### src/ssc_consts.svh
`ifndef SSC_CONSTS_SVH
`define SSC_CONSTS_SVH
`define SSC_A_TXBUF   8'h00
`define SSC_A_RXBUF   8'h04
`define SSC_A_BRG     8'h08
`define SSC_A_MODE    8'h0C
`define SSC_A_CTLA    8'h10
`define SSC_A_CTLB    8'h14
`define SSC_A_SMR1    8'h18
`define SSC_A_SMR2    8'h1C
`define SSC_A_SMR3    8'h20
`define SSC_A_SMR4    8'h24
`define SSC_A_PRESC   8'h28
`define SSC_A_EVT     8'h2C
`define SSC_MODE_CLOCK_SOURCE_DIR   3
`define SSC_CA_CLK_LO    0
`define SSC_CA_CRS       2
`define SSC_CA_TX_SHIFT_EMPTY     3
`define SSC_CA_CRD       4
`define SSC_CA_NCH       5
`define SSC_CA_EDGE_POLARITY_SEL     6
`define SSC_CA_BIT_ORDER_SEL     7
`define SSC_CB_TE        0
`define SSC_CB_TI        1
`define SSC_CB_RE        2
`define SSC_CB_RI        3
`define SSC_CB_IRS       4
`define SSC_CB_RRM       5
`define SSC_CB_LCH       6
`define SSC_SMR3_CLK_OUT_FORMAT_SEL    3
`define SSC_RB_OER       12
`define SSC_FRAME_BITS   4'h8
`define SSC_OVR_BIT      4'h6
`define SSC_RESP_OKAY    2'h0
`define SSC_RESP_SLVERR  2'h2
`define SSC_CA_RESET     8'h08
`define SSC_CB_RESET     8'h02
`endif

### src/ssc_pkg.sv
package ssc_pkg;
  typedef struct packed {
    logic clk_o;
    logic clk_oe;
    logic txd_o;
    logic txd_oe;
    logic rts_o;
  } ssc_pin_out_t;
  typedef struct packed {
    logic clk_i;
    logic rxd_i;
    logic cts_i;
  } ssc_pin_in_t;
  typedef enum logic [1:0] {
    SSC_IDLE  = 2'b00,
    SSC_SHIFT = 2'b01,
    SSC_DONE  = 2'b10
  } ssc_state_t;
endpackage

### src/ssc_channel.sv
// How it works
// - prescaler zero passes, else divide 2n
// - overrun sets flag in receive buffer
// - overrun frame raises no receive request
// - direction bit picks internal or external
// - source field feeds eight-bit rate divisor
// - flow control enable and CTS/RTS choice
// - shift register empty status readable
// - data output push-pull or open drain
// - polarity bit picks launch/sample edges
// - LSB or MSB first, both directions
// - no transfer without transmit enable
// - accept frames only with receive enable
// - buffer empty flag tracks written data
// - transmit request on load or completion
// - continuous receive read refills buffer flag
// - inversion on output and received data
// - clock pin output format select
// - start needs enable, data, and CTS low when CTS flow control is used
// - completed frame sets receive complete
// - overrun at seventh bit before read
// - driven clock idles per polarity
//
// Design decisions made here: register access over AXI4-Lite and the address map.
`timescale 1ns/100ps
`include "ssc_consts.svh"
module ssc_channel
  import ssc_pkg::*;
(
  input  wire logic                  aclk,
  input  wire logic                  aresetn,
  input  wire logic [31:0]           s_axi_awaddr,
  input  wire logic                  s_axi_awvalid,
  output logic                       s_axi_awready,
  input  wire logic [31:0]           s_axi_wdata,
  input  wire logic [3:0]            s_axi_wstrb,
  input  wire logic                  s_axi_wvalid,
  output logic                       s_axi_wready,
  output logic [1:0]                 s_axi_bresp,
  output logic                       s_axi_bvalid,
  input  wire logic                  s_axi_bready,
  input  wire logic [31:0]           s_axi_araddr,
  input  wire logic                  s_axi_arvalid,
  output logic                       s_axi_arready,
  output logic [31:0]                s_axi_rdata,
  output logic [1:0]                 s_axi_rresp,
  output logic                       s_axi_rvalid,
  input  wire logic                  s_axi_rready,
  input  wire ssc_pkg::ssc_pin_in_t  pin_in,
  output ssc_pkg::ssc_pin_out_t      pin_out,
  output logic                       tx_int_pulse,
  output logic                       rx_int_pulse
);
  import ssc_pkg::*;
  logic [7:0]  tx_buffer_r;
  logic [7:0]  rx_buffer_r;
  logic [7:0]  bit_rate_divisor_r;
  logic [7:0]  serial_mode_config_r;
  logic [7:0]  ctla_r;
  logic [7:0]  ctlb_r;
  logic [7:0]  smr1_r;
  logic [7:0]  smr2_r;
  logic [7:0]  smr3_r;
  logic [7:0]  smr4_r;
  logic [3:0]  prescale_setting_r;
  logic        overrun_flag_r;
  logic        rx_complete_r;
  logic        tx_buffer_empty_r;
  logic        tx_shift_empty_r;
  logic [2:0]  clk_sync_r;
  logic [1:0]  rxd_sync_r;
  logic [1:0]  cts_sync_r;
  logic        half_tick;
  logic        clk_int_r;
  logic        ext_rise;
  logic        ext_fall;
  logic        rise_ev;
  logic        fall_ev;
  logic        launch_ev;
  logic        sample_ev;
  ssc_state_t  state_r;
  logic [7:0]  tsh_r;
  logic [7:0]  rsh_r;
  logic [3:0]  bit_cnt_r;
  logic        rx_ok_r;
  logic        txd_r;
  logic        aw_got_r;
  logic        w_got_r;
  logic [7:0]  aw_addr_r;
  logic [31:0] w_data_r;
  logic        wr_fire;
  logic        rd_fire;
  logic        rd_rxbuf;
  logic        start_ok;
  logic        clock_source_dir;
  logic        edge_polarity_sel;
  logic        msb_first;
  logic        inv;
  logic        tx_en;
  logic        rx_en;
  logic        cts_used;
  logic [7:0]  rx_bits;
  logic [7:0]  rd_word;
  logic        rd_hit;

  assign clock_source_dir     = serial_mode_config_r[`SSC_MODE_CLOCK_SOURCE_DIR];
  assign edge_polarity_sel     = ctla_r[`SSC_CA_EDGE_POLARITY_SEL];
  assign msb_first = ctla_r[`SSC_CA_BIT_ORDER_SEL];
  assign inv       = ctlb_r[`SSC_CB_LCH];
  assign tx_en     = ctlb_r[`SSC_CB_TE];
  // receive needs its own enable and transmit enable
  assign rx_en     = ctlb_r[`SSC_CB_RE] & tx_en;
  assign cts_used  = ~ctla_r[`SSC_CA_CRD] & ~ctla_r[`SSC_CA_CRS];

  ssc_rate_gen u_rate (
    .aclk             (aclk),
    .aresetn          (aresetn),
    .prescale_setting (prescale_setting_r),
    .count_source_sel (ctla_r[1:0]),
    .bit_rate_divisor (bit_rate_divisor_r),
    .half_tick        (half_tick)
  );

  // pin synchronisers
  always_ff @(posedge aclk) begin
    if (!aresetn) begin
      clk_sync_r <= 3'h7;
      rxd_sync_r <= 2'h3;
      cts_sync_r <= 2'h3;
    end else begin
      clk_sync_r <= {clk_sync_r[1:0], pin_in.clk_i};
      rxd_sync_r <= {rxd_sync_r[0], pin_in.rxd_i};
      cts_sync_r <= {cts_sync_r[0], pin_in.cts_i};
    end
  end
  // peer idles clock per polarity, so no false edge
  assign ext_rise = clk_sync_r[1] & ~clk_sync_r[2];
  assign ext_fall = ~clk_sync_r[1] & clk_sync_r[2];

  // internal clock toggles only while shifting
  always_ff @(posedge aclk) begin
    if (!aresetn) begin
      clk_int_r <= 1'b1;
    end else if (state_r != SSC_SHIFT) begin
      clk_int_r <= ~edge_polarity_sel;
    end else if (half_tick) begin
      clk_int_r <= ~clk_int_r;
    end
  end
  // edges from internal clock or pin
  assign rise_ev = clock_source_dir ? ext_rise
                         : (state_r == SSC_SHIFT && half_tick && !clk_int_r);
  assign fall_ev = clock_source_dir ? ext_fall
                         : (state_r == SSC_SHIFT && half_tick && clk_int_r);
  // polarity picks launch and sample edges
  assign launch_ev = edge_polarity_sel ? rise_ev : fall_ev;
  assign sample_ev = edge_polarity_sel ? fall_ev : rise_ev;

  assign start_ok = tx_en && !tx_buffer_empty_r && (!cts_used || !cts_sync_r[1]);
  // received bit inverted, placed by order
  assign rx_bits = msb_first ? {rsh_r[6:0], rxd_sync_r[1] ^ inv}
                             : {rxd_sync_r[1] ^ inv, rsh_r[7:1]};

  // shift engine
  always_ff @(posedge aclk) begin
    if (!aresetn) begin
      state_r      <= SSC_IDLE;
      tsh_r        <= 8'h00;
      rsh_r        <= 8'h00;
      bit_cnt_r    <= 4'h0;
      rx_ok_r      <= 1'b0;
      txd_r        <= 1'b1;
      tx_int_pulse <= 1'b0;
    end else begin
      tx_int_pulse <= 1'b0;
      case (state_r)
        SSC_IDLE: begin
          if (start_ok) begin
            tsh_r     <= inv ? ~tx_buffer_r : tx_buffer_r;
            bit_cnt_r <= 4'h0;
            rx_ok_r   <= rx_en;
            state_r   <= SSC_SHIFT;
            tx_int_pulse <= ~ctlb_r[`SSC_CB_IRS];
          end
        end
        SSC_SHIFT: begin
          if (!tx_en) begin
            state_r <= SSC_IDLE;
            txd_r   <= 1'b1;
          end else begin
            if (launch_ev) begin
              txd_r <= msb_first ? tsh_r[7] : tsh_r[0];
              tsh_r <= msb_first ? {tsh_r[6:0], 1'b0} : {1'b0, tsh_r[7:1]};
            end
            if (sample_ev) begin
              rsh_r     <= rx_bits;
              bit_cnt_r <= bit_cnt_r + 4'h1;
              // eight sample edges end the frame
              if (bit_cnt_r == `SSC_FRAME_BITS - 4'h1) begin
                state_r <= SSC_DONE;
              end
            end
          end
        end
        SSC_DONE: begin
          state_r <= SSC_IDLE;
          // line back to idle high, releases open drain
          txd_r   <= 1'b1;
          tx_int_pulse <= ctlb_r[`SSC_CB_IRS];
        end
        default: state_r <= SSC_IDLE;
      endcase
    end
  end

  // AXI write path, address and data in any order
  assign wr_fire = aw_got_r && w_got_r && !s_axi_bvalid;
  always_ff @(posedge aclk) begin
    if (!aresetn) begin
      aw_got_r      <= 1'b0;
      w_got_r       <= 1'b0;
      aw_addr_r     <= 8'h00;
      w_data_r      <= 32'h0000_0000;
      s_axi_awready <= 1'b0;
      s_axi_wready  <= 1'b0;
      s_axi_bvalid  <= 1'b0;
      s_axi_bresp   <= `SSC_RESP_OKAY;
    end else begin
      s_axi_awready <= !aw_got_r && !s_axi_awready && s_axi_awvalid;
      s_axi_wready  <= !w_got_r && !s_axi_wready && s_axi_wvalid;
      if (s_axi_awvalid && s_axi_awready) begin
        aw_got_r  <= 1'b1;
        aw_addr_r <= s_axi_awaddr[7:0];
      end
      if (s_axi_wvalid && s_axi_wready) begin
        w_got_r  <= 1'b1;
        w_data_r <= s_axi_wdata;
      end
      if (wr_fire) begin
        aw_got_r     <= 1'b0;
        w_got_r      <= 1'b0;
        s_axi_bvalid <= 1'b1;
        s_axi_bresp  <= (aw_addr_r <= `SSC_A_PRESC && aw_addr_r[1:0] == 2'h0)
                        ? `SSC_RESP_OKAY : `SSC_RESP_SLVERR;
      end else if (s_axi_bready) begin
        s_axi_bvalid <= 1'b0;
      end
    end
  end

  // plain configuration registers, low byte lane
  always_ff @(posedge aclk) begin
    if (!aresetn) begin
      bit_rate_divisor_r   <= 8'h00;
      serial_mode_config_r <= 8'h00;
      ctla_r               <= `SSC_CA_RESET;
      smr1_r               <= 8'h00;
      smr2_r               <= 8'h00;
      smr3_r               <= 8'h00;
      smr4_r               <= 8'h00;
      prescale_setting_r   <= 4'h0;
      tx_buffer_r          <= 8'h00;
    end else if (wr_fire && s_axi_wstrb[0]) begin
      case (aw_addr_r)
        `SSC_A_TXBUF: tx_buffer_r          <= w_data_r[7:0];
        `SSC_A_BRG:   bit_rate_divisor_r   <= w_data_r[7:0];
        `SSC_A_MODE:  serial_mode_config_r <= w_data_r[7:0];
        `SSC_A_CTLA:  ctla_r               <= {w_data_r[7:4], 1'b0, w_data_r[2:0]};
        `SSC_A_SMR1:  smr1_r               <= w_data_r[7:0];
        `SSC_A_SMR2:  smr2_r               <= w_data_r[7:0];
        `SSC_A_SMR3:  smr3_r               <= w_data_r[7:0];
        `SSC_A_SMR4:  smr4_r               <= w_data_r[7:0];
        `SSC_A_PRESC: prescale_setting_r   <= w_data_r[3:0];
        default: ;
      endcase
    end
  end
  always_ff @(posedge aclk) begin
    if (!aresetn) begin
      ctlb_r <= 8'h00;
    end else if (wr_fire && s_axi_wstrb[0] && aw_addr_r == `SSC_A_CTLB) begin
      ctlb_r <= w_data_r[7:0];
    end
  end

  assign rd_rxbuf = rd_fire && s_axi_araddr[7:0] == `SSC_A_RXBUF;

  always_ff @(posedge aclk) begin
    if (!aresetn) begin
      tx_buffer_empty_r <= 1'b1;
    end else if (wr_fire && s_axi_wstrb[0] && aw_addr_r == `SSC_A_TXBUF) begin
      tx_buffer_empty_r <= 1'b0;
    end else if (rd_rxbuf && ctlb_r[`SSC_CB_RRM]) begin
      tx_buffer_empty_r <= 1'b0;
    end else if (state_r == SSC_IDLE && start_ok) begin
      tx_buffer_empty_r <= 1'b1;
    end
  end
  always_ff @(posedge aclk) begin
    if (!aresetn) begin
      tx_shift_empty_r <= 1'b1;
    end else begin
      tx_shift_empty_r <= (state_r == SSC_IDLE) && !start_ok;
    end
  end

  // receive buffer, complete and overrun
  always_ff @(posedge aclk) begin
    if (!aresetn) begin
      rx_buffer_r    <= 8'h00;
      rx_complete_r  <= 1'b0;
      overrun_flag_r <= 1'b0;
      rx_int_pulse   <= 1'b0;
    end else begin
      rx_int_pulse <= 1'b0;
      if (state_r == SSC_DONE && rx_ok_r) begin
        rx_buffer_r <= rsh_r;
        if (!overrun_flag_r) begin
          rx_complete_r <= 1'b1;
          rx_int_pulse  <= 1'b1;
        end
      end else if (rd_rxbuf) begin
        rx_complete_r <= 1'b0;
      end
      if (state_r == SSC_SHIFT && sample_ev && rx_ok_r && rx_complete_r
          && bit_cnt_r == `SSC_OVR_BIT) begin
        overrun_flag_r <= 1'b1;
      end else if (!ctlb_r[`SSC_CB_RE]) begin
        overrun_flag_r <= 1'b0;
      end
    end
  end

  // AXI read path
  assign rd_fire = s_axi_arvalid && s_axi_arready;
  always_comb begin
    rd_hit  = 1'b1;
    rd_word = 8'h00;
    case (s_axi_araddr[7:0])
      `SSC_A_TXBUF: rd_word = 8'h00;
      `SSC_A_RXBUF: rd_word = rx_buffer_r;
      `SSC_A_BRG:   rd_word = bit_rate_divisor_r;
      `SSC_A_MODE:  rd_word = serial_mode_config_r;
      `SSC_A_CTLA:  rd_word = {ctla_r[7:4], tx_shift_empty_r, ctla_r[2:0]};
      `SSC_A_CTLB:  rd_word = {ctlb_r[7:4], rx_complete_r, ctlb_r[2],
                               tx_buffer_empty_r, ctlb_r[0]};
      `SSC_A_SMR1:  rd_word = smr1_r;
      `SSC_A_SMR2:  rd_word = smr2_r;
      `SSC_A_SMR3:  rd_word = smr3_r;
      `SSC_A_SMR4:  rd_word = smr4_r;
      `SSC_A_PRESC: rd_word = {4'h0, prescale_setting_r};
      default:      rd_hit  = 1'b0;
    endcase
  end
  always_ff @(posedge aclk) begin
    if (!aresetn) begin
      s_axi_arready <= 1'b0;
      s_axi_rvalid  <= 1'b0;
      s_axi_rdata   <= 32'h0000_0000;
      s_axi_rresp   <= `SSC_RESP_OKAY;
    end else begin
      s_axi_arready <= s_axi_arvalid && !s_axi_arready && !s_axi_rvalid;
      if (rd_fire) begin
        s_axi_rvalid <= 1'b1;
        s_axi_rdata  <= {24'h00_0000, rd_word};
        if (s_axi_araddr[7:0] == `SSC_A_RXBUF) begin
          // overrun flag in receive buffer word
          s_axi_rdata[`SSC_RB_OER] <= overrun_flag_r;
        end
        s_axi_rresp  <= rd_hit ? `SSC_RESP_OKAY : `SSC_RESP_SLVERR;
      end else if (s_axi_rready) begin
        s_axi_rvalid <= 1'b0;
      end
    end
  end

  // pin drivers
  always_ff @(posedge aclk) begin
    if (!aresetn) begin
      pin_out <= '{clk_o: 1'b1, clk_oe: 1'b0, txd_o: 1'b1, txd_oe: 1'b1, rts_o: 1'b1};
    end else begin
      // open drain drives only the low level
      pin_out.clk_o  <= clk_int_r;
      pin_out.clk_oe <= !clock_source_dir && (!smr3_r[`SSC_SMR3_CLK_OUT_FORMAT_SEL] || !clk_int_r);
      pin_out.txd_o  <= txd_r;
      pin_out.txd_oe <= !ctla_r[`SSC_CA_NCH] || !txd_r;
      // RTS low when ready to receive
      pin_out.rts_o  <= ctla_r[`SSC_CA_CRD] || !ctla_r[`SSC_CA_CRS]
                        || !(rx_en && !rx_complete_r);
    end
  end
endmodule

### src/ssc_rate_gen.sv
`timescale 1ns/100ps
`include "ssc_consts.svh"
// internal rate source: prescaler, source select, bit-rate divisor
module ssc_rate_gen
  import ssc_pkg::*;
(
  input  wire logic       aclk,
  input  wire logic       aresetn,
  input  wire logic [3:0] prescale_setting,
  input  wire logic [1:0] count_source_sel,
  input  wire logic [7:0] bit_rate_divisor,
  output logic            half_tick
);
  logic [4:0] pre_cnt_r;
  logic       pre_tick;
  logic [2:0] f8_cnt_r;
  logic       src_tick;
  logic [7:0] div_cnt_r;
  // zero passes, n divides by 2n
  assign pre_tick = (prescale_setting == 4'h0) ? 1'b1
                  : (pre_cnt_r == {prescale_setting, 1'b0} - 5'h01);
  always_ff @(posedge aclk) begin
    if (!aresetn || pre_tick) begin
      pre_cnt_r <= 5'h00;
    end else begin
      pre_cnt_r <= pre_cnt_r + 5'h01;
    end
  end
  always_ff @(posedge aclk) begin
    if (!aresetn) begin
      f8_cnt_r <= 3'h0;
    end else begin
      f8_cnt_r <= f8_cnt_r + 3'h1;
    end
  end
  always_comb begin
    case (count_source_sel)
      2'h0: src_tick = 1'b1;
      2'h1: src_tick = (f8_cnt_r == 3'h7);
      2'h2: src_tick = pre_tick;
      default: src_tick = 1'b1;
    endcase
  end
  always_ff @(posedge aclk) begin
    if (!aresetn) begin
      div_cnt_r <= 8'h00;
      half_tick <= 1'b0;
    end else begin
      half_tick <= 1'b0;
      if (src_tick) begin
        if (div_cnt_r >= bit_rate_divisor) begin
          div_cnt_r <= 8'h00;
          half_tick <= 1'b1;
        end else begin
          div_cnt_r <= div_cnt_r + 8'h01;
        end
      end
    end
  end
endmodule

### config.mk
export PLATFORM = sky130hd
export DESIGN_NAME = ssc_channel
export DESIGN_NICKNAME = d
export VERILOG_FILES = /design/src/ssc_pkg.sv /design/src/ssc_channel.sv /design/src/ssc_rate_gen.sv
export VERILOG_INCLUDE_DIRS = /design/src
export SDC_FILE = /design/constraint.sdc
export NUM_CORES = 1
export LEC_CHECK = 0
export ABC_AREA = 1
export BUFFER_PORTS_ARGS = -buffer_cell sky130_fd_sc_hd__buf_2
export CAP_MARGIN = 25
export CORE_MARGIN = 10
export CORE_UTILIZATION = 54
export DETAILED_ROUTE_END_ITERATION = 10
export HOLD_SLACK_MARGIN = 0.02
export PLACE_DENSITY = 0.82
export SLEW_MARGIN = 20
export SYNTH_ARGS = -nofsm -noshare
export SYNTH_HDL_FRONTEND = slang
export SYNTH_SLANG_ARGS = --single-unit
### constraint.sdc
create_clock -name aclk -period 1.85 [get_ports aclk]
set_input_delay 0.37 -clock aclk [delete_from_list [all_inputs] [get_ports aclk]]
set_output_delay 0.37 -clock aclk [all_outputs]
set_load 0.05 [all_outputs]
=== Word-level counts from Yosys, hierarchy flattened ===
Index checks and enable logic that the tools add are counted.

* Bits in registers: 180
* Bits in latches: 0
* RAM bits: 0
* Bits in read-only memories: 0
* Input port bits: 110
* Output and inout port bits: 48
* Word-level logic and storage cells: 245
* Memories: 0

* Add/sub/neg operators: 5
* Multiply operators: 0
* Divide/modulo/power cells: 0
* Magnitude comparators: 2
* Equal/unequal tests: 37
* Shift-type cells: 0
* Muxes and demuxes: 50
* Bitwise operators: 14
* Reduce and logical (&&, ||, !) cells: 89

{| class="wikitable"
|+ Operators with widths
! cell !! count
|-
| case mux 8 bit (10 select lines) || 1
|-
| == test 8 x 5 -> 1 bit (second input constant) || 8
|-
| 2-to-1 mux 8 bit || 7
|-
| == test 8 x 6 -> 1 bit (second input constant) || 6
|-
| == test 8 x 4 -> 1 bit (second input constant) || 4
|-
| logical AND 1 bit || 31
|-
| AND reduction 2 bit || 14
|-
| 2-to-1 mux 1 bit || 27
|-
| zero test 1 bit || 20
|-
| zero test 8 bit || 2
|-
| case mux 8 bit (2 select lines) || 1
|-
| 2-to-1 mux 2 bit || 6
|-
| 2-to-1 mux 4 bit || 3
|-
| nonzero test 2 bit || 6
|-
| OR reduction 11 bit || 1
|-
| inequality test 2 bit (second input constant) || 5
|-
| inequality test 3 bit (second input constant) || 3
|-
| adder 8 x 1 -> 8 bit (second input constant) || 1
|-
| == test 4 x 3 -> 1 bit (second input constant) || 2
|-
| == test 8 x 3 -> 1 bit (second input constant) || 1
|-
| greater-or-equal comparator 8 bit || 1
|-
| less-or-equal comparator 8 x 6 -> 1 bit (second input constant) || 1
|-
| inverter 1 bit || 8
|-
| inverter 8 bit || 1
|-
| 21 further kinds || 37
|}

=== Longest topological paths before layout ===
Gate-level depths: netlist (run 1).

* Depth in word-level cells: 10
* Depth in mapped cells: 13
* Mapped depth without buffers: 13

=== Cells and area by module ===
A second synthesis (run 1) with hierarchy kept.

* Cell total of the unflattened synthesis: 1098
* Area, all modules: 8219.1 sq um

{| class="wikitable"
|+ By module, submodules not included
! module !! times used !! cells each !! area an instance (sq um) !! sequential area each (sq um)
|-
| ssc_channel || 1 || 932 || 7056.8 || 3163.0
|-
| ssc_rate_gen || 1 || 166 || 1162.4 || 340.3
|}

=== Least setup slack after synthesis (run 1) ===
OpenSTA, ideal clock, no wires.

* Path type: reg-to-reg
* Start: reg s_axi_bvalid
* End: reg tx_buffer_r[6]
* Library setup time: 0.125 ns
* Arrival: 1.466 ns
* Data required time: 1.725 ns
* Setup slack: 0.259 ns
* Cell stages (with the launch flop): 9
* Path buffers: 1
* Period minus slack after synthesis: 1.591 ns
* Cells stage by stage: dfxtp_1 > nor2_4 > nand2_4 > nor2_8 > nand2_2 > nor2_4 > buf_4 > o21ai_0 > a21oi_1

* Longest elaborated chain between the ends: 4

{| class="wikitable"
|+ Ends and longest elaborated chain
! what !! RTL line !! RTL
|-
| start: declaration || ssc_channel.sv:40 || <nowiki>output logic s_axi_bvalid,</nowiki>
|-
| start signal: assignment || ssc_channel.sv:226 || <nowiki>s_axi_bvalid <= 1'b0;</nowiki>
|-
| start signal: assignment || ssc_channel.sv:242 || <nowiki>s_axi_bvalid <= 1'b1;</nowiki>
|-
| start signal: assignment || ssc_channel.sv:246 || <nowiki>s_axi_bvalid <= 1'b0;</nowiki>
|-
| zero test 1 bit || ssc_channel.sv:217 || <nowiki>assign wr_fire = aw_got_r && w_got_r && !s_axi_bvalid;</nowiki>
|-
| logical AND 1 bit || ssc_channel.sv:217 ||
|-
| logical AND 1 bit || ssc_channel.sv:263 || <nowiki>end else if (wr_fire && s_axi_wstrb[0]) begin</nowiki>
|-
| AND reduction 2 bit (no line) || -- ||
|-
| end signal: assignment || ssc_channel.sv:265 || <nowiki>`SSC_A_TXBUF: tx_buffer_r <= w_data_r[7:0];</nowiki>
|-
| end: declaration || ssc_channel.sv:55 || <nowiki>logic [7:0] tx_buffer_r;</nowiki>
|}

Every way passes these cells.
A chain may end at the register's enable or synchronous reset.

=== Final worst setup path (run 1) ===
* Start: reg prescale_setting_r[1]
* End: reg u_rate.div_cnt_r[1]

* Longest elaborated chain between the ends: 4
* Elaborated cells between the ends (all ways): 5
* Those cells by class: 1 x add/sub; 1 x eq/ne; 2 x mux; 1 x reduce/logical

{| class="wikitable"
|+ Ends and longest elaborated chain
! what !! RTL line !! RTL
|-
| start: declaration || ssc_channel.sv:65 || <nowiki>logic [3:0] prescale_setting_r;</nowiki>
|-
| start signal: assignment || ssc_channel.sv:273 || <nowiki>`SSC_A_PRESC: prescale_setting_r <= w_data_r[3:0];</nowiki>
|-
| subtractor 5 x 1 -> 5 bit || ssc_rate_gen.sv:21 || <nowiki>: (pre_cnt_r == {prescale_setting, 1'b0} - 5'h01);</nowiki>
|-
| == test 5 bit || ssc_rate_gen.sv:21 ||
|-
| 2-to-1 mux 1 bit * || ssc_rate_gen.sv:20 || <nowiki>assign pre_tick = (prescale_setting == 4'h0) ? 1'b1</nowiki>
|-
| case mux 1 bit (2 select lines) * || ssc_rate_gen.sv:37 || <nowiki>case (count_source_sel)</nowiki>
|-
| end signal: assignment || ssc_rate_gen.sv:55 || <nowiki>div_cnt_r <= div_cnt_r + 8'h01;</nowiki>
|-
| end: declaration || ssc_rate_gen.sv:18 || <nowiki>logic [7:0] div_cnt_r;</nowiki>
|}

Mark *: on every way between the ends. The rest lies on a longest branch, timed or not.

==> results of run 1 <==
[power by group through the flow]
| stage | Combinational (mW) | Clock, mW | Sequential, mW |
|---|---|---|---|
| 5_1_grt | 0.532 | 3.88 | 3.84 |
| 3_3_place_gp | 0.475 | 0 | 3.92 |
| 3_5_place_dp | 0.483 | 0 | 3.92 |
| 2_1_floorplan | 0.359 | 0 | 3.94 |
| 4_1_cts | 0.487 | 3.72 | 3.84 |
| 6_report | 0.494 | 3.69 | 3.84 |
[critical path, cell delays in order (launching register included)]
cell and delay (ns):
dfxtp_1 0.37, inv_1 0.08, ha_1 0.29, nand2_1 0.05, nand2_1 0.06, nand2_1 0.04
nor2_1 0.10, nand3_1 0.10, nand2_1 0.10, nand2_2 0.09, buf_4 0.17, nand3_1 0.08
a21oi_1 0.07
[cell usage after synthesis, drive strengths merged, types with 16 or more instances]
master | instances | area (µm²)
clkbuf | 26 | 97.6
a21oi | 119 | 596
ha | 17 | 213
inv | 85 | 319
nand3b | 16 | 120
nand3 | 112 | 561
nor2 | 137 | 652
nand2 | 158 | 621
buf | 55 | 382
a211oi | 31 | 263
dfxtp | 175 | 3500
o21ai | 92 | 460
[kinds of logic after synthesis]
family	Yosys count	synth area share, %
compound gates	256	17.1
simple gates	453	26.2
fa+ha+maj	17	2.56
flops	175	42.2
xor+xnor	18	1.90
other cells	1	0.0451
mux	1	0.120
buf+inv	172	9.88
[cells in the final DEF (no fill, tap or decap), types with 11 or more instances in the layout]
cell type / netlist / layout
dfxtp_1: 175 / 175
nand2_1: 149 / 149
a21oi_1: 119 / 119
nor2_1: 115 / 115
nand3_1: 112 / 111
o21ai_0: 92 / 92
inv_1: 81 / 80
buf_2: 17 / 57
a211oi_1: 25 / 25
conb_1: 1 / 25
ha_1: 17 / 17
clkbuf_16: 0 / 17
buf_4: 31 / 17
nand3b_1: 16 / 16
xnor2_1: 12 / 12
nor2_4: 11 / 11
[per-layer routing]
metal  up-vias  wire length [µm]  GRT usage, %
li1       3709                 -             -
met1      3477              8820          25.8
met2       343              9600          32.8
met3        45              2020          4.53
met4         0               631          9.24
met5         -                 0             0
[timing repair]
action,CTS,global route
hold buffers,0,0
setup endpoints to repair,0,9
resized for setup,0,2
[worst min-delay path by stage]
stage	startpoint	to	slack (ns)	cells after the start
floorplan	ctla_r[5]$_SDFFE_PN0P_	pin_out[1]$_SDFF_PN1_	0.38	1
global placement	cts_sync_r[0]$_SDFF_PN1_	cts_sync_r[1]$_SDFF_PN1_	0.39	1
detailed placement	rxd_sync_r[0]$_SDFF_PN1_	rxd_sync_r[1]$_SDFF_PN1_	0.40	1
CTS	pin_in[0]	cts_sync_r[0]$_SDFF_PN1_	0.10	2
global route	pin_in[0]	cts_sync_r[0]$_SDFF_PN1_	0.11	2
finish	pin_in[2]	clk_sync_r[0]$_SDFF_PN1_	0.11	2
[through the flow]
| step | power [mW] | std cells |
|---|---|---|
| after floorplan | 4.30 | 1117 |
| after global placement | 4.39 | 1307 |
| after detailed placement | 4.40 | 1307 |
| after CTS | 8.04 | 1339 |
| after global routing | 8.25 | 1339 |
| final | 8.02 | 1339 |
[cell type report]
class / count / area share [%]
clock buffers: 19 / 4.73
repair buffers: 83 / 6.33
flip-flops and latches: 175 / 37.4
clock inverters: 13 / 1.72
well taps: 188 / 2.51
multi-input cells: 770 / 43.6
inverters: 91 / 3.65
==> results.toml, run 1 <==
[floorplan]
rows = 45
start_util_pct = 54.9
die_w_um = 144
die_h_um = 144
boundaryPins = 158
die_area_um2 = 20700
coreArea_um2 = 15100

[timing]
fin_setup_tns_ns = 0
fin_crit_ns = 1.69
period_share_pct = 91.1
fin_hold_ws_ns = 0.107
rsz0062_at_grt = "no"
clock-skew-final_ns = 0.0116
setup_violations = 0
setup_ws_ns = 0.164
worstMarginPinSlew_ns = 0.589
fmax_mhz = 593
worst_slew_margin_rel_pct = 60.7
hold_viol = 0
maxSlewViolCount = 0

[cells_and_area]
area_delta_synth_final_pct = 12.7
nFillCells = 1309
nets = 1265
top_register = "s_axi_rdata"
drive_gt1_share_pct = 14.8
multi_input_area_um2 = 4090
regArea_um2 = 3500
largest_reg_flops = 9
final_util_pct = 61.8
n_antenna_cell = 0
final_area_um2 = 9360

[clock_tree]
root_buffer = "clkbuf_16"
clkTransAtPathRegs_ns = 0.07
clock_latency_ns = 0.45
cts_buffers = 17
cts_tree = "yes"
h-tree-depth = 4
cts_num_sinks = 175
cts_buffer_depth = 2
cts_setup_buffers = 0

[place]
io_buffer_count = 57
dp_slack_ns = 0.0852
gp_congestion = 0.877
post-dp-hpwl_um = 14000
dpl_cell_area_um2 = 8750

[yosys]
syn_inst = 1093
ys.flop_type = "dfxtp_1"
synth_edf_count = 0
synth_seq_cells = 175
ys_seq_area_share_pct = 42.2
yosysUniqueCellTypes = 45
synth_area_per_cell_um2 = 7.60
yosysWarnings = 0
async_flop_share_pct = 0
syn-cell-area_um2 = 8310

[critical_path]
r2r-end = "u_rate.div_cnt_r[1]$_SDFFE_PN0P_"
rrSetupSlack_ns = 0.16
critPathLaunchType = "register"
crit_path_start = "prescale_setting_r[1]$_SDFFE_PN0P_"
worstSetupEndpoint = "u_rate.div_cnt_r[1]$_SDFFE_PN0P_"
critPathRequiredTime_ns = 2.20
rr_startpoint = "prescale_setting_r[1]$_SDFFE_PN0P_"
reg2reg_depth = 12
crit_type = "register to register"
cp-end-kind = "register"
critPathMaxFanout = 8
critPathArrivalTime_ns = 2.03

[worst_hold_path]
hold_path.class = "input port to register"

[global_routing]
grt_max_degree = 104
gr-usage-all-layers_pct = 20.5
grt_pass1_vias = 6939
grt_pass1_wl_um = 34100
gr-total-overflow = 0
antenna_found_initial = 0

[drt]
drc = 0
first_pass_iters = 5
vias = 7574
routed_wl_um = 21100
drt_iter0_drc = 857
viasPerCell = 5.66
final_antenna_net_count = 0
wire_per_inst_um = 15.7

[pwr]
switching_share_pct = 24.2
power.internal_mw = 6.08
p_sw_mw = 1.94
power_frac_clock_pct = 46.0
p_seq_share_pct = 47.8
power.leakage_nw = 3.78
p_comb_share_pct = 6.2
power_density_nw_per_um2 = 857
vdd_ir_drop_max_v = 0.000746

[run_status]
outcome = "finished clean"

[job]
drv_cap = 0
No activity file was read; power rests on OpenSTA's default activity.
==> run 2: changes to the inputs <==
--- a/config.mk
+++ b/config.mk
@@ -7,13 +7,13 @@
 export NUM_CORES = 1
 export LEC_CHECK = 0
 export ABC_AREA = 1
-export BUFFER_PORTS_ARGS = -buffer_cell sky130_fd_sc_hd__buf_2
 export CAP_MARGIN = 25
 export CORE_MARGIN = 10
 export CORE_UTILIZATION = 54
 export DETAILED_ROUTE_END_ITERATION = 10
+export DONT_BUFFER_PORTS = 1
 export HOLD_SLACK_MARGIN = 0.02
-export PLACE_DENSITY = 0.82
+export PLACE_DENSITY = 0.73
 export SLEW_MARGIN = 20
 export SYNTH_ARGS = -nofsm -noshare
 export SYNTH_HDL_FRONTEND = slang
==> results.toml, run 2 (synthesized netlist as in run 1, its figures left out) <==
[worst_hold_path]
hold_path.class = "input port to register"
hold_depth = 1

[global_routing]
grt_pass1_vias = 6446
gr-total-overflow = 0
grt_pass1_wl_um = 32900
grt_max_degree = 104
antenna_found_initial = 0
gr-usage-all-layers_pct = 19.8

[timing]
fmax_mhz = 594
fin_crit_ns = 1.68
worstMarginPinSlew_ns = 0.589
clock-skew-final_ns = 0.00677
rsz0062_at_grt = "no"
worst_slew_margin_rel_pct = 60.8
maxSlewViolCount = 0
period_share_pct = 91.1
hold_viol = 0
fin_setup_tns_ns = 0
setup_violations = 0

[critical_path]
path_cells = "inv_2 -> nor2_4 -> buf_4 -> nand3_1 -> nand2_2 -> nand3b_1 -> nand2_1 -> nor2_1"
crit_type = "register to register"
cpPeakStageDelay_ns = 0.39
slowest_stage = "dfxtp_1"
reg2reg_depth = 8
crit_cells = 8
critPathArrivalTime_ns = 2.01
critPathMaxFanout = 17
rrSetupSlack_ns = 0.17
critPathLaunchType = "register"
critPathRequiredTime_ns = 2.18
path_delay_family = "simple AND/OR/NAND/NOR gates"
worst-path-buf-inv = 2
cp-end-kind = "register"

[cells_and_area]
final_cell_mix = "dfxtp_1, nand2_1, a21oi_1, nor2_1, nand3_1"
largest_reg_flops = 9
final_util_pct = 59.9
mostFrequentLayoutCell = "dfxtp_1"
nets = 1210
drive_gt1_share_pct = 10.3
area_delta_synth_final_pct = 9.14
nFillCells = 1391
n_antenna_cell = 0
top_register = "s_axi_rdata"

[pwr]
power_density_nw_per_um2 = 889
vdd_ir_drop_max_v = 0.000742
power.leakage_nw = 3.55

[floorplan]
die_w_um = 144
die_h_um = 144
boundaryPins = 158
rows = 45
die_area_um2 = 20700
coreArea_um2 = 15100
start_util_pct = 54.9

[place]
post-dp-hpwl_um = 13800
gp_congestion = 0.857
io_buffer_count = 0

[drt]
drt_iter0_drc = 680
vias = 7064
routed_wl_um = 20300
viasPerCell = 5.51
final_antenna_net_count = 0
wire_per_inst_um = 15.9
drc = 0
first_pass_iters = 6

[job]
drv_cap = 0

[clock_tree]
cts_buffers = 17
root_buffer = "clkbuf_16"
h-tree-depth = 4
clkTransAtPathRegs_ns = 0.07
cts_num_sinks = 175
cts_buffer_depth = 2
clock_latency_ns = 0.44
cts_tree = "yes"
cts_setup_buffers = 0

[run_status]
outcome = "finished clean"
## run 2: cell types whose count changed in the layout (fill, tap and decap cells not counted)
cell | before | now
buf_2 | 57 | 0
buf_12 | 9 | 5
clkbuf_8 | 1 | 3
dlygate4sd3_1 | 0 | 1
clkinvlp_4 | 4 | 0
dfxtp_1 | 175 | 174
bufinv_16 | 3 | 4
dfxtp_2 | 0 | 1
clkinv_2 | 3 | 2
buf_4 | 17 | 22
## run 2: cell type report
cell class | instances | area (µm²) | share of cell area, %
inverters | 91 | 342 | 3.77
clock inverters | 9 | 156 | 1.72
clock buffers | 21 | 470 | 5.19
well taps | 188 | 235 | 2.59
flip-flops and latches | 175 | 3500 | 38.6
multi-input cells | 770 | 4090 | 45.0
repair buffers | 28 | 275 | 3.04
## run 2: worst reg2reg max path: cells and delay by family, from the launching register on
kind / cells / cell delay (ns)
flops: 1 / 0.39
buf+inv: 2 / 0.30
simple gates: 6 / 0.88
## run 2: worst paths after layout
path | startpoint | end
max reg2reg | state_r[0]$_SDFFE_PN0P_ | tsh_r[2]$_SDFFE_PN0P_
min reg2reg | cts_sync_r[0]$_SDFF_PN1_ | cts_sync_r[1]$_SDFF_PN1_
max | state_r[0]$_SDFFE_PN0P_ | tsh_r[2]$_SDFFE_PN0P_
min | pin_in[0] | cts_sync_r[0]$_SDFF_PN1_
## run 2: where the power goes
group	internal (mW)	switching, mW	total [mW]	leakage, nW
combinational	0.0796	0.314	0.393	1.83
clock	2.36	1.47	3.83	0.310
sequential	3.81	0.0372	3.85	1.42
total	6.25	1.82	8.07	3.55
## run 2: what timing repair did
item | CTS | global route
setup endpoints to repair | 0 | 9
gates resized for setup | 0 | 3
hold endpoints to repair | 2 | 0
hold buffers | 1 | 0
## run 2: per-stage QoR
step	cell area [µm²]	hold slack, ns	cells	worst slack, ns	power [mW]
finish	9070	0.0317	1282	0.166	8.07
detailed placement	8420	0.397	1251	0.0873	4.32
global placement	8420	0.394	1251	0.133	4.31
global route	9070	0.0300	1282	0.00988	8.30
CTS	9060	0.0283	1282	0.0882	8.09
floorplan	8400	0.378	1117	0.259	4.30
## run 2: routing by layer
layer / share of wire (%) / global-route usage, %
met3: 9.2 / 5.58
met5: 0 / 0
met2: 45 / 30.8
met1: 43 / 25.8
met4: 2.1 / 6.99
==> run 3: changes to the inputs <==
--- a/config.mk
+++ b/config.mk
@@ -9,11 +9,11 @@
 export ABC_AREA = 1
 export CAP_MARGIN = 25
 export CORE_MARGIN = 10
-export CORE_UTILIZATION = 54
+export CORE_UTILIZATION = 50
 export DETAILED_ROUTE_END_ITERATION = 10
 export DONT_BUFFER_PORTS = 1
 export HOLD_SLACK_MARGIN = 0.02
-export PLACE_DENSITY = 0.73
+export PLACE_DENSITY = 0.69
 export SLEW_MARGIN = 20
 export SYNTH_ARGS = -nofsm -noshare
 export SYNTH_HDL_FRONTEND = slang
==> results.toml, run 3 (synthesized netlist as in run 1, its figures left out) <==
[pwr]
p_seq_share_pct = 48.2
power_frac_clock_pct = 46.8
p_sw_mw = 1.86
power_density_nw_per_um2 = 874
switching_share_pct = 23.3
power.leakage_nw = 3.56
vdd_ir_drop_max_v = 0.000732
power.internal_mw = 6.12
p_comb_share_pct = 5.0

[timing]
worst_slew_margin_rel_pct = 62.9
clock-skew-final_ns = 0.0111
worstMarginPinSlew_ns = 0.556
period_share_pct = 89.5
maxSlewViolCount = 0
fin_crit_ns = 1.66
hold_viol = 0
fmax_mhz = 604
fin_setup_tns_ns = 0
setup_violations = 0
rsz0062_at_grt = "no"

[critical_path]
cp-end-kind = "register"
rr_startpoint = "prescale_setting_r[1]$_SDFFE_PN0P_"
reg2reg_depth = 12
critPathMaxFanout = 8
crit_path_start = "prescale_setting_r[1]$_SDFFE_PN0P_"
critPathRequiredTime_ns = 2.16
critPathLaunchType = "register"
critPathArrivalTime_ns = 1.97
r2r-end = "u_rate.div_cnt_r[0]$_SDFFE_PN0P_"
crit_type = "register to register"
rrSetupSlack_ns = 0.19

[run_status]
outcome = "finished clean"

[drt]
wire_per_inst_um = 15.8
routed_wl_um = 20800
viasPerCell = 5.41
drc = 0
final_antenna_net_count = 0
first_pass_iters = 7
vias = 7142
drt_iter0_drc = 546

[clock_tree]
cts_num_sinks = 175
cts_buffer_depth = 2
root_buffer = "clkbuf_16"
clock_latency_ns = 0.43
clkTransAtPathRegs_ns = 0.07
cts_tree = "yes"
cts_buffers = 17
h-tree-depth = 4

[floorplan]
die_w_um = 149
coreArea_um2 = 16400
boundaryPins = 158
rows = 47
start_util_pct = 50.6
die_area_um2 = 22200
die_h_um = 149

[global_routing]
antenna_found_initial = 1
gr-total-overflow = 0
grt_max_degree = 104
gr-usage-all-layers_pct = 18.6
grt_pass1_wl_um = 33800
grt_pass1_vias = 6528

[place]
post-dp-hpwl_um = 14000
gp_congestion = 0.867
place_inst = 1287
io_buffer_count = 0

[cells_and_area]
mostFrequentLayoutCell = "dfxtp_1"
nets = 1214
area_delta_synth_final_pct = 9.91
drive_gt1_share_pct = 10.8
fin_cells = 1320
nFillCells = 1587
final_cell_mix = "dfxtp_1, nand2_1, a21oi_1, nor2_1, nand3_1"
top_register = "s_axi_rdata"
largest_reg_flops = 9

[job]
drv_cap = 0

[worst_hold_path]
min_from = "pin_in[2]"
whs_endpoint = "clk_sync_r[0]$_SDFF_PN1_"
hold_depth = 1
hold_path.class = "input port to register"
==> run 3: worst max-delay path by stage <==
stage / to / slack, ns / depth (start not counted)
finish: u_rate.div_cnt_r[0]$_SDFFE_PN0P_ / 0.19 / 12
detailed placement: u_rate.div_cnt_r[2]$_SDFFE_PN0P_ / 0.12 / 8
global placement: s_axi_rdata[7]$_SDFFE_PN0P_ / 0.14 / 8
floorplan: tx_buffer_r[6]$_SDFFE_PN0P_ / 0.26 / 8
global route: u_rate.div_cnt_r[6]$_SDFFE_PN0P_ / 0.02 / 12
CTS: u_rate.div_cnt_r[6]$_SDFFE_PN0P_ / 0.1 / 8
==> run 3: timing repair <==
| item | in CTS | in global routing |
|---|---|---|
| setup buffers | 0 | 0 |
| hold endpoints to repair | 2 | 0 |
| endpoints found under the setup margin | 0 | 9 |
| hold buffers | 1 | 0 |
| resized for setup | 0 | 6 |
==> run 3: per-stage QoR <==
stage | utilization, % | hold WS (ns) | power (mW) | area (µm²) | setup slack (ns)
after floorplan | - | 0.378 | 4.30 | 8400 | 0.259
after global placement | 51.8 | 0.397 | 4.32 | 8490 | 0.136
after detailed placement | 51.8 | 0.400 | 4.32 | 8490 | 0.121
after CTS | 55.5 | 0.0258 | 8.01 | 9110 | 0.0974
after global routing | 55.7 | 0.0309 | 8.21 | 9130 | 0.0180
final | 55.7 | 0.0465 | 7.98 | 9130 | 0.195
==> run 3: worst max-delay path, stage by stage, from the launching register on <==
cell and delay (ns):
dfxtp_2 0.35, inv_1 0.06, ha_1 0.28, nand2_1 0.05
nand2_1 0.06, nand2_1 0.05, nor2_1 0.09, nand3_1 0.11
nand2_2 0.09, nand2_2 0.09, buf_6 0.15, nand3_1 0.09
a21oi_2 0.06
==> run 3: cell type report <==
class,instances,area (µm²),area share [%]
tap,220,275,3.01
clock buffer,22,474,5.19
timing repair buffer,32,309,3.38
clock inverter,9,134,1.47
antenna,1,2.50,0.0274
inverter,91,342,3.74
multi-input combinational,770,4090,44.8
sequential,175,3500,38.4
==> run 3: power groups by stage <==
stage,clock (mW),combinational [mW],sequential [mW]
5_1_grt,3.94,0.428,3.85
3_3_place_gp,0,0.386,3.93
4_1_cts,3.77,0.393,3.85
6_report,3.74,0.395,3.85
3_5_place_dp,0,0.390,3.93
2_1_floorplan,0,0.359,3.94
==> run 3: routing by layer <==
layer,GRT usage [%],routed length [µm]
met3,5.43,1590
met5,0,0
met2,28.3,9320
met1,24.8,9610
met4,6.08,297
